### src/verilog/sbl_params.svh
// Timing counts, codes and reset values of the serial boot image loader.
// Assumes a 250 MHz core clock; the half-period and start-up cycle counts below are derived from it.
`ifndef SBL_PARAMS_SVH
`define SBL_PARAMS_SVH

`define SBL_CLK_PERIOD_PS 4000
`define SBL_QSPI_SCLK_PERIOD_NS 20
`define SBL_SPI_SCLK_PERIOD_NS 400
// Half serial-clock periods; a clock period is a least time, so round up
`define SBL_QSPI_HALF_CYC ((`SBL_QSPI_SCLK_PERIOD_NS * 500 + `SBL_CLK_PERIOD_PS - 1) / `SBL_CLK_PERIOD_PS)
`define SBL_SPI_HALF_CYC ((`SBL_SPI_SCLK_PERIOD_NS * 500 + `SBL_CLK_PERIOD_PS - 1) / `SBL_CLK_PERIOD_PS)
// Latest boot start after reset release; a longest time, so round down
`define SBL_INIT_MAX_US 150
`define SBL_INIT_CYC ((`SBL_INIT_MAX_US * 1000000) / `SBL_CLK_PERIOD_PS)
`define SBL_READ_CMD 8'h03
`define SBL_START_ADDR 24'h000000
`define SBL_CRC_SKIP 32'h0D15AB1E
`define SBL_CRC_POLY 32'hEDB88320
`define SBL_CRC_INIT 32'hFFFFFFFF
`define SBL_CMD_BITS 32
`define SBL_RAM_AW 17

`endif

### src/verilog/sbl_pkg.sv
// Types shared by the serial boot image loader.
// Assumes sbl_params.svh is on the include path.
`default_nettype none
`include "sbl_params.svh"
package sbl_pkg;
	typedef enum logic [6:0] {
		SBL_WAIT = 7'h01,
		SBL_CMD = 7'h02,
		SBL_SIZE = 7'h04,
		SBL_PROG = 7'h08,
		SBL_CRC = 7'h10,
		SBL_DONE = 7'h20,
		SBL_ERR = 7'h40
	} sbl_state_type;

	typedef struct packed {
		logic we;
		logic [`SBL_RAM_AW-1:0] addr;
		logic [7:0] data;
	} sbl_ram_wr_type;

	typedef struct packed {
		logic done;
		logic crc_error;
		logic quad;
	} sbl_status_type;
endpackage
`default_nettype wire

### src/verilog/sbl_loader.sv
// Serial boot image loader: reads the boot image from serial flash address
// zero, writes the program to RAM from address zero, checks the CRC, starts.
// Assumes flash pins arrive asynchronously and RAM takes one write a cycle.
//
// Behaviour
// - Image: size word, then size times four bytes
// - CRC word; skip value bypasses the check
// - Size and CRC words assembled LS byte first
// - Program written from RAM zero, started there
// - CRC covers size word and program bytes
// - Reflected polynomial, all-ones start, inverted residue
// - Quad mode: six pins, 41.7 MHz serial clock
// - Read command then 24-bit address zero
// - Serial clock idles low, sample leading edge
// - Quad bytes arrive low nibble first
// - Quad boot pins are fixed
// - Single mode: four pins, 2.5 MHz clock
// - Single mode bytes arrive LS bit first
// - Boot starts within 150 us of reset
`default_nettype none
`include "sbl_params.svh"

module sbl_loader #(
	parameter int INIT_CYC = `SBL_INIT_CYC
) (
	// Clock, reset, enable
	input wire logic i_clk,
	input wire logic i_rst,
	input wire logic i_ce,
	// Boot mode strap, high for quad
	input wire logic i_quad_mode,
	// Flash pins
	output logic o_sel_n,
	output logic o_sclk,
	output logic o_mosi,
	input wire logic i_miso,
	input wire logic [3:0] i_quad_data_lines,
	output logic [3:0] o_quad_data_lines,
	output logic [3:0] o_quad_data_lines_oe,
	// RAM write port and program start
	output sbl_pkg::sbl_ram_wr_type o_ram,
	output logic o_start_exec,
	output logic [`SBL_RAM_AW-1:0] o_exec_addr,
	output sbl_pkg::sbl_status_type o_status
);
	localparam logic [7:0] QHALF = 8'(`SBL_QSPI_HALF_CYC);
	localparam logic [7:0] SHALF = 8'(`SBL_SPI_HALF_CYC);

	sbl_pkg::sbl_state_type state_reg;
	logic quad_reg;
	logic [31:0] wait_reg;
	logic [7:0] div_reg, hi_cnt_reg;
	logic [4:0] sync1_reg, sync2_reg;
	logic strap_meta_reg;
	logic [31:0] cmd_reg, size_reg, crcw_reg, crc_reg;
	logic [5:0] bit_reg;
	logic [3:0] samp_reg;
	logic [7:0] byte_reg;
	logic [1:0] word_byte_reg;
	logic [33:0] prog_reg;
	logic active, tick, rise, fall, byte_done;
	logic [7:0] half, byte_next;

	function automatic logic [31:0] crc_byte(input logic [31:0] c, input logic [7:0] d);
		logic [31:0] r;
		r = c ^ {24'h000000, d};
		for (int i = 0; i < 8; i++) begin
			r = r[0] ? ((r >> 1) ^ `SBL_CRC_POLY) : (r >> 1);
		end
		return r;
	endfunction

	////////////////////////////////////////////////////////////////////////////
	// Pin synchronisers; only the second stage is read
	always_ff @(posedge i_clk or posedge i_rst) begin
		if (i_rst) begin
			sync1_reg <= 5'h00;
			sync2_reg <= 5'h00;
			strap_meta_reg <= 1'b0;
		end else if (i_ce) begin
			sync1_reg <= {i_miso, i_quad_data_lines};
			sync2_reg <= sync1_reg;
			// Strap's first stage; quad_reg is its second
			strap_meta_reg <= i_quad_mode;
		end
	end

	////////////////////////////////////////////////////////////////////////////
	// Serial clock divider, mode 0: low while idle, sample on rising edge
	assign active = (state_reg == sbl_pkg::SBL_CMD) || (state_reg == sbl_pkg::SBL_SIZE) ||
		(state_reg == sbl_pkg::SBL_PROG) || (state_reg == sbl_pkg::SBL_CRC);
	assign half = quad_reg ? QHALF : SHALF;
	assign tick = active && (div_reg == half - 8'h01);
	assign rise = tick && !o_sclk;
	assign fall = tick && o_sclk;

	always_ff @(posedge i_clk or posedge i_rst) begin
		if (i_rst) begin
			div_reg <= 8'h00;
			o_sclk <= 1'b0;
			hi_cnt_reg <= 8'h00;
		end else if (i_ce) begin
			hi_cnt_reg <= o_sclk ? hi_cnt_reg + 8'h01 : 8'h00;
			if (!active || tick) begin
				div_reg <= 8'h00;
			end else begin
				div_reg <= div_reg + 8'h01;
			end
			if (!active) begin
				o_sclk <= 1'b0;
			end else if (tick) begin
				o_sclk <= !o_sclk;
			end
		end
	end

	////////////////////////////////////////////////////////////////////////////
	// Byte assembly: single LSB first, quad low nibble first
	always_comb begin
		if (quad_reg) begin
			byte_next = {sync2_reg[3:0], byte_reg[7:4]};
		end else begin
			byte_next = {sync2_reg[4], byte_reg[7:1]};
		end
	end
	assign byte_done = rise && (state_reg != sbl_pkg::SBL_CMD) &&
		(samp_reg == (quad_reg ? 4'h1 : 4'h7));

	always_ff @(posedge i_clk or posedge i_rst) begin
		if (i_rst) begin
			byte_reg <= 8'h00;
			samp_reg <= 4'h0;
		end else if (i_ce) begin
			if (rise && state_reg != sbl_pkg::SBL_CMD) begin
				byte_reg <= byte_next;
				samp_reg <= byte_done ? 4'h0 : samp_reg + 4'h1;
			end
		end
	end

	////////////////////////////////////////////////////////////////////////////
	// Boot sequence
	always_ff @(posedge i_clk or posedge i_rst) begin
		if (i_rst) begin
			state_reg <= sbl_pkg::SBL_WAIT;
			quad_reg <= 1'b0;
			wait_reg <= 32'h00000000;
			cmd_reg <= 32'h00000000;
			bit_reg <= 6'h00;
			size_reg <= 32'h00000000;
			crcw_reg <= 32'h00000000;
			crc_reg <= `SBL_CRC_INIT;
			word_byte_reg <= 2'h0;
			prog_reg <= 34'h000000000;
		end else if (i_ce) begin
			case (state_reg)
				sbl_pkg::SBL_WAIT: begin
					quad_reg <= strap_meta_reg;
					wait_reg <= wait_reg + 32'h00000001;
					if (wait_reg >= 32'(INIT_CYC)) begin
						state_reg <= sbl_pkg::SBL_CMD;
						cmd_reg <= {`SBL_READ_CMD, `SBL_START_ADDR};
						bit_reg <= 6'h00;
						crc_reg <= `SBL_CRC_INIT;
					end
				end
				sbl_pkg::SBL_CMD: begin
					if (fall) begin
						cmd_reg <= {cmd_reg[30:0], 1'b0};
					end
					if (rise) begin
						bit_reg <= bit_reg + 6'h01;
						if (bit_reg == 6'(`SBL_CMD_BITS - 1)) begin
							state_reg <= sbl_pkg::SBL_SIZE;
						end
					end
				end
				sbl_pkg::SBL_SIZE: begin
					if (byte_done) begin
						size_reg <= {byte_next, size_reg[31:8]};
						crc_reg <= crc_byte(crc_reg, byte_next);
						word_byte_reg <= word_byte_reg + 2'h1;
						if (word_byte_reg == 2'h3) begin
							state_reg <= ({byte_next, size_reg[31:8]} == 32'h00000000) ?
								sbl_pkg::SBL_CRC : sbl_pkg::SBL_PROG;
						end
					end
				end
				sbl_pkg::SBL_PROG: begin
					if (byte_done) begin
						crc_reg <= crc_byte(crc_reg, byte_next);
						prog_reg <= prog_reg + 34'h000000001;
						if (prog_reg + 34'h000000001 == {size_reg, 2'b00}) begin
							state_reg <= sbl_pkg::SBL_CRC;
						end
					end
				end
				sbl_pkg::SBL_CRC: begin
					if (byte_done) begin
						crcw_reg <= {byte_next, crcw_reg[31:8]};
						word_byte_reg <= word_byte_reg + 2'h1;
						if (word_byte_reg == 2'h3) begin
							if ({byte_next, crcw_reg[31:8]} == `SBL_CRC_SKIP ||
								{byte_next, crcw_reg[31:8]} == ~crc_reg) begin
								state_reg <= sbl_pkg::SBL_DONE;
							end else begin
								state_reg <= sbl_pkg::SBL_ERR;
							end
						end
					end
				end
				sbl_pkg::SBL_DONE: state_reg <= sbl_pkg::SBL_DONE;
				sbl_pkg::SBL_ERR: state_reg <= sbl_pkg::SBL_ERR;
				default: state_reg <= sbl_pkg::SBL_WAIT;
			endcase
		end
	end

	////////////////////////////////////////////////////////////////////////////
	// RAM write port, registered
	always_ff @(posedge i_clk or posedge i_rst) begin
		if (i_rst) begin
			o_ram <= '0;
		end else if (i_ce) begin
			o_ram.we <= byte_done && state_reg == sbl_pkg::SBL_PROG;
			o_ram.addr <= prog_reg[`SBL_RAM_AW-1:0];
			o_ram.data <= byte_next;
		end
	end

	////////////////////////////////////////////////////////////////////////////
	// Pins: fixed assignment, select held low over the whole stream
	// Select stays low until the clock is back low, so the clock never stands
	// high while the flash is deselected
	assign o_sel_n = !(active || o_sclk);
	assign o_mosi = (state_reg == sbl_pkg::SBL_CMD) && !quad_reg && cmd_reg[31];
	assign o_quad_data_lines = {3'b000, cmd_reg[31] && state_reg == sbl_pkg::SBL_CMD};
	// Quad mode drives the command on line 0 only; the lines are inputs for data
	assign o_quad_data_lines_oe = {3'b000, quad_reg && state_reg == sbl_pkg::SBL_CMD};
	assign o_start_exec = state_reg == sbl_pkg::SBL_DONE;
	assign o_exec_addr = '0;
	assign o_status = '{done: state_reg == sbl_pkg::SBL_DONE,
		crc_error: state_reg == sbl_pkg::SBL_ERR, quad: quad_reg};

	////////////////////////////////////////////////////////////////////////////
	// Checks
	sclk_idle_low_a: assert property (@(posedge i_clk) disable iff (i_rst)
		o_sel_n |-> !o_sclk) else $error("serial clock not low while idle");
	read_cmd_word_a: assert property (@(posedge i_clk) disable iff (i_rst)
		$rose(state_reg == sbl_pkg::SBL_CMD) |-> cmd_reg == 32'h03000000)
		else $error("read command or address wrong");
	quad_half_a: assert property (@(posedge i_clk) disable iff (i_rst)
		$fell(o_sclk) && quad_reg && !o_sel_n |-> $past(hi_cnt_reg) == 8'h02)
		else $error("quad serial clock high time wrong");
	single_half_a: assert property (@(posedge i_clk) disable iff (i_rst)
		$fell(o_sclk) && !quad_reg && !o_sel_n |-> $past(hi_cnt_reg) == 8'h31)
		else $error("single serial clock high time wrong");
	boot_start_a: assert property (@(posedge i_clk) disable iff (i_rst)
		wait_reg > 32'(INIT_CYC) |-> state_reg != sbl_pkg::SBL_WAIT)
		else $error("boot started late");
	crc_seed_a: assert property (@(posedge i_clk) disable iff (i_rst)
		$rose(state_reg == sbl_pkg::SBL_SIZE) |-> crc_reg == 32'hFFFFFFFF)
		else $error("crc seed wrong");
	first_addr_a: assert property (@(posedge i_clk) disable iff (i_rst)
		$rose(state_reg == sbl_pkg::SBL_PROG) |-> prog_reg == 34'h000000000 && !o_ram.we)
		else $error("first program byte not at address zero");
	skip_crc_a: assert property (@(posedge i_clk) disable iff (i_rst || !i_ce)
		byte_done && state_reg == sbl_pkg::SBL_CRC && word_byte_reg == 2'h3 &&
		{byte_next, crcw_reg[31:8]} == 32'h0D15AB1E |=> o_start_exec)
		else $error("skip value did not start program");
	error_hold_a: assert property (@(posedge i_clk) disable iff (i_rst)
		o_status.crc_error |=> o_status.crc_error && !o_start_exec)
		else $error("error state left or program started");
endmodule
`default_nettype wire

### config.mk
export PLATFORM = sky130hd
export DESIGN_NAME = sbl_loader
export DESIGN_NICKNAME = d
export VERILOG_FILES = /design/src/verilog/sbl_pkg.sv /design/src/verilog/sbl_loader.sv
export VERILOG_INCLUDE_DIRS = /design/src /design/src/verilog
export SDC_FILE = /design/constraint.sdc
export NUM_CORES = 1
export LEC_CHECK = 0
export ABC_CLOCK_PERIOD_IN_PS = 20100
export BUFFER_PORTS_ARGS = -buffer_cell sky130_fd_sc_hd__buf_2
export CAP_MARGIN = 10
export CORE_ASPECT_RATIO = 0.7
export CORE_UTILIZATION = 55
export CTS_BUF_LIST = sky130_fd_sc_hd__clkbuf_16
export CTS_CLUSTER_DIAMETER = 30
export DETAILED_ROUTE_END_ITERATION = 8
export PLACE_DENSITY_LB_ADDON = 0.25
export SLEW_MARGIN = 25
export SYNTH_ARGS = -nofsm -noshare
export SYNTH_HDL_FRONTEND = slang
export SYNTH_SLANG_ARGS = --single-unit
### constraint.sdc
create_clock -name i_clk -period 20.1 [get_ports i_clk]
set_clock_uncertainty 0.1 [all_clocks]
set_input_delay 4.02 -clock i_clk [delete_from_list [all_inputs] [get_ports i_clk]]
set_output_delay 4.02 -clock i_clk [all_outputs]
set_load 0.03 [all_outputs]
==> metrics, run 1 <==
GP Congestion 0.9183; Hold Path End wait_reg[31]; setup bufs post-CTS 0; static leakage 6.300 nW; largest net degree at the start of global routing 99; CP endpoint kind output pin; Total Routed Length 27.91 mm; CTS Hold Bufs 0; max incr delay on CP 0.52 ns; Clk Latency, worst-skew pair 0.53 ns; max reg flops 34; Fill cells 1700; Die W 180.8 um; simple-gate share of the synthesized area 15.98%; post-synthesis mux area share 8.035%; CP Cell Sequence nor4b_2 > a211o_1 > and2_0 > nor2_1 > buf_2; top cell type's share of synthesized area 41.09%; Synthesis Warnings 0; most common cell in the netlist dfrtp_1; max cap viols 0; Slowest cell on crit path nor4b_2; RSZ-0062 raised after global routing false; post-route ant nets 0; setup TNS 0 ns; total grt overflow 0; clock slew at reported path FFs 0.05 ns; Seq cells post-synth 235; Hold Startpoint wait_reg[31]; min cycle time layout 6.460 ns; Hold Crit Depth 1; status completed; top_reg_cell synth dfrtp_1; H-tree depth 2; Crit path required time 15.98 ns; std cell rows 45; Switching Fraction 32.97%; DR pass1 iterations 7; Internal 1.246 mW; Tot GR Track Use 25.36%; share of layout cells above drive strength 1 16.84%; post-route cell area 0.01401 mm^2; critical path launch point state_reg[3]; Top Metal Used met4; CP Max Fanout 9; starting density of the core 56.46%; Compound-Gate Fraction of Synth Area 6.916%; Root Buffer clkbuf_16; Worst-Margin Slew 0.9383 ns; WP buf/inv 1; clock share of power 37.8%; # nets final 1234; Die Area 0.02298 mm^2; sequential fraction of the synthesis area 48.14%; xor/xnor share of the synthesized area 16.05%; chip height 127.1 um; Worst Setup Path Type register to output pin; drc violations 0; Cell variety after synth 74; Sw Pwr 612.8 uW; area delta synth->final 13.92%; mean area per synthesized cell 10.41 um^2; first-pass GRT wire length 45.98 mm; via count 8753; Peak supply drop 0.0001319 V; Sink Count 235; Combinational Power Share 29.4%; port bufs 43; Setup crit start kind register; Synth top cells by count dfrtp_1 (202), xnor2_1 (155), nor2_1 (106); drt wl/cell 18.26 um; Final setup violation count 0; fraction of registers with async set/reset 100.0%; Post-Route M1 WL 14.17 mm; Pins Over Slew Limit 0; antenna cells 0; Reg-to-Reg Start quad_reg; Final Hold Fails 0; I/O pins 67; WP depth 5; Mapped Area 0.01230 mm^2; Routed met2 length 11.29 mm; f_max 0.1548 GHz; Period Utilization, post-route 32.14%; leading area contributor after synthesis dfrtp_1; drt first-iter violations 734; EDFF count, synth 0; post-synthesis adder-cell area fraction 0.7120%; reg2reg setup slack 16.09 ns; Worst Hold Class register to register; Critical Path AT 2.34 ns; Worst Reg-to-Reg Cells 8; main area contributors after synthesis dfrtp_1 (41%), xnor2_1 (11%), dfstp_2 (7.0%); # resized after CTS 0; initial antenna violation count 0; routed wl met3 1.925 mm; hpwl dp 18.94 mm; largest family of logic cells by synthesized area XOR/XNOR gates; CTS Buf Count 38; RR Endpoint word_byte_reg[1]; Flop pwr share 32.8%; CTS tree built; power density over the cells 132.6 mW/mm^2; CORE AREA 0.02179 mm^2; Max Root-Sink Buffers 3; vias in the first global route 8508; area of placed instances 0.01262 mm^2; CP delay by family, top simple AND/OR/NAND/NOR gates; cells after synthesis 1182; vias per cell 5.725; relative slew slack 37.45%
[worst max-delay path by stage]
stage | endpoint | slack (ns)
final | o_sel_n | 13.64
after global routing | prog_reg[26] | 13.42
after CTS | o_sel_n | 13.44
after detailed placement | word_byte_reg[1] | 13.19
after global placement | word_byte_reg[1] | 13.13
after floorplan | bit_reg[0] | 9.59
[stage by stage]
stage	util, %	setup WS, ns	power, mW	instances	hold WS [ns]
3_3_place_gp	57.90	13.13	1.144	1460	0.3667
2_1_floorplan	-	9.588	1.048	1204	0.3462
6_report	64.32	13.64	1.859	1529	0.3773
5_1_grt	64.32	13.42	1.954	1529	0.3932
4_1_cts	64.30	13.44	1.866	1529	0.3777
3_5_place_dp	57.92	13.19	1.154	1460	0.3672
[layer usage]
layer	up-vias	GRT usage [%]
met3	47	5.559
met2	277	35.57
met1	4295	38.96
met4	0	7.541
li1	4134	-
met5	-	0
[logic make-up (layout without fill, tap and decap cells)]
family,Yosys count,count (layout)
other,1,23
and+or+nand+nor,389,389
DFF,235,235
muxes,89,89
adders and majority gates,7,7
xor gates and xnor gates,219,219
buffers and inverters,101,144
AOI/OAI and AO/OA,141,141
[layout make-up]
class / instances / area (um^2) / area share [%]
clock inverter: 28 / 362.8 / 2.589
sequential: 235 / 5922 / 42.26
clock buffer: 41 / 1026 / 7.321
tap: 282 / 352.8 / 2.518
timing repair buffer: 55 / 305.3 / 2.178
inverter: 20 / 82.58 / 0.5892
multi-input combinational: 868 / 5963 / 42.55
[worst reg2reg max path: stages, from the launching register on]
cell     delay, ns
dfrtp_1       0.82
inv_1         0.31
nor4b_2       0.48
o211a_1       0.27
nand3_1       0.12
or2_1         0.42
or3_2         0.82
nand2_1       0.22
mux2_2        0.35
[cell usage in the layout (no fill, tap or decap), types with 22 or more instances in the layout]
cell	n
clkbuf_16	41
nor2_1	106
xor2_1	58
a21oi_1	40
o21ai_0	32
nand3_1	49
conb_1	23
inv_1	22
mux2_2	37
nand2_1	90
nand4_1	28
dfstp_2	33
buf_2	43
dfrtp_1	202
nor4_1	29
xnor2_1	155
mux2_1	38
[power groups by stage]
stage | Combinational [mW] | Sequential (mW) | Clock [mW]
2_1_floorplan | 0.457 | 0.590 | 0
6_report | 0.546 | 0.610 | 0.703
3_3_place_gp | 0.532 | 0.611 | 0
5_1_grt | 0.603 | 0.616 | 0.735
4_1_cts | 0.545 | 0.607 | 0.715
3_5_place_dp | 0.540 | 0.614 | 0
Power figures use the tool's default switching activity.
==> run 2: changes to the inputs <==
- ABC_CLOCK_PERIOD_IN_PS: 20100 -> 6600
- clock period: 20.1 -> 6.6 ns (I/O delays scaled with it)
==> metrics, run 2 (same netlist as run 1, synthesis figures left out) <==
status completed; CORE AREA 0.02179 mm^2; commonest non-fill, non-tap cell in the layout dfrtp_1; Fill cells 1750; area delta synth->final 13.95%; Max Root-Sink Buffers 3; GP Congestion 0.9321; antenna cells 0; Tot GR Track Use 25.33%; setup bufs post-CTS 0; Die Area 0.02298 mm^2; post-route ant nets 0; vias per cell 5.717; power density over the cells 399.6 mW/mm^2; total chip power 5.602 mW; hpwl dp 19.10 mm; H-tree depth 2; min cycle time layout 3.931 ns; Worst Setup Path Type register to register; vias in the first global route 8306; relative slew slack 39.49%; Setup crit start kind register; static leakage 6.299 nW; Crit path required time 6.90 ns; Final Hold Fails 0; CP endpoint kind register; Total Routed Length 28.10 mm; std cell rows 45; Root Buffer clkbuf_16; Sink Count 235; via count 8782; DR pass1 iterations 5; initial antenna violation count 0; f_max 0.2544 GHz; # resized after CTS 0; Pins Over Slew Limit 0; Register Area 0.005922 mm^2; largest net degree at the start of global routing 180; total grt overflow 0; RSZ-0062 raised after global routing false; I/O pins 67; Worst Hold Class register to register; share of layout cells above drive strength 1 17.15%; drc violations 0; starting density of the core 56.46%; Worst-Margin Slew 0.9007 ns; drt first-iter violations 775; first-pass GRT wire length 46.10 mm; setup TNS 0 ns; Period Utilization, post-route 59.56%; CP Max Fanout 33; port bufs 43; Clk Latency, worst-skew pair 0.52 ns; Final setup violation count 0; max reg flops 34; Multi-input gate area 0.005954 mm^2; # nets final 1239; chip height 127.1 um; CTS tree built; clock slew at reported path FFs 0.05 ns; max cap viols 0; Critical Path AT 4.23 ns; CTS Buf Count 40; Die W 180.8 um; most frequent cells in the layout dfrtp_1 (202), xnor2_1 (155), nor2_1 (106), nand2_1 (90), xor2_1 (58); drt wl/cell 18.29 um; CTS Hold Bufs 0; Peak supply drop 0.0004199 V
-- run 2: cell type report --
class                           count  area share, %
Timing Repair Buffer               58          2.571
Clock buffer                       41          7.319
Tap cell                          282          2.517
Sequential cell                   235          42.24
Clock inverter                     32          2.312
Multi-Input combinational cell    868          42.48
Inverter                           20         0.5623
-- run 2: through the flow --
stage | worst slack, ns | std cells | util, % | hold slack (ns) | cell area (um^2)
3_5_place_dp | 2.423 | 1462 | 58.01 | 0.3701 | 12640
5_1_grt | 2.312 | 1536 | 64.34 | 0.4025 | 14020
6_report | 2.669 | 1536 | 64.34 | 0.3780 | 14020
2_1_floorplan | 2.129 | 1204 | - | 0.3462 | 12390
3_3_place_gp | 2.370 | 1462 | 58.01 | 0.3657 | 12640
4_1_cts | 2.683 | 1535 | 64.21 | 0.3785 | 13990
-- run 2: power by group --
group	switching [mW]	internal [mW]	total, mW	leakage [nW]
registers	0.207	1.65	1.85	3.08
logic	0.935	0.735	1.67	2.55
clock network	0.740	1.34	2.08	0.663
total	1.88	3.72	5.60	6.30
-- run 2: critical path: stages, from the launching register on --
cell and delay [ns]:
dfrtp_1 0.79, inv_1 0.26, nor4b_2 0.51, o211a_1 0.26, nand3_1 0.09, or2_1 0.41
or3_2 0.82, nand2_1 0.22, mux2_2 0.35
-- run 2: worst paths after layout --
kind | from | endpoint | slack, ns | cells past startpoint
hold / removal | word_byte_reg[0] | word_byte_reg[0] | 0.38 | 1
hold reg to reg | word_byte_reg[0] | word_byte_reg[0] | 0.38 | 1
min in group asynchronous | i_rst | size_reg[26] | 0.82 | 3
max in group asynchronous | i_rst | o_ram[15] | 4.48 | 4
setup / recovery | quad_reg | word_byte_reg[1] | 2.67 | 8
setup reg to reg | quad_reg | word_byte_reg[1] | 2.67 | 8
-- run 2: per-layer routing --
layer	up-vias	routed length (um)	GRT usage (%)
met3	43	2170	5.616
met4	0	426	6.385
met5	-	0	0
met2	299	11020	32.59
li1	4135	-	-
met1	4305	14480	41.76
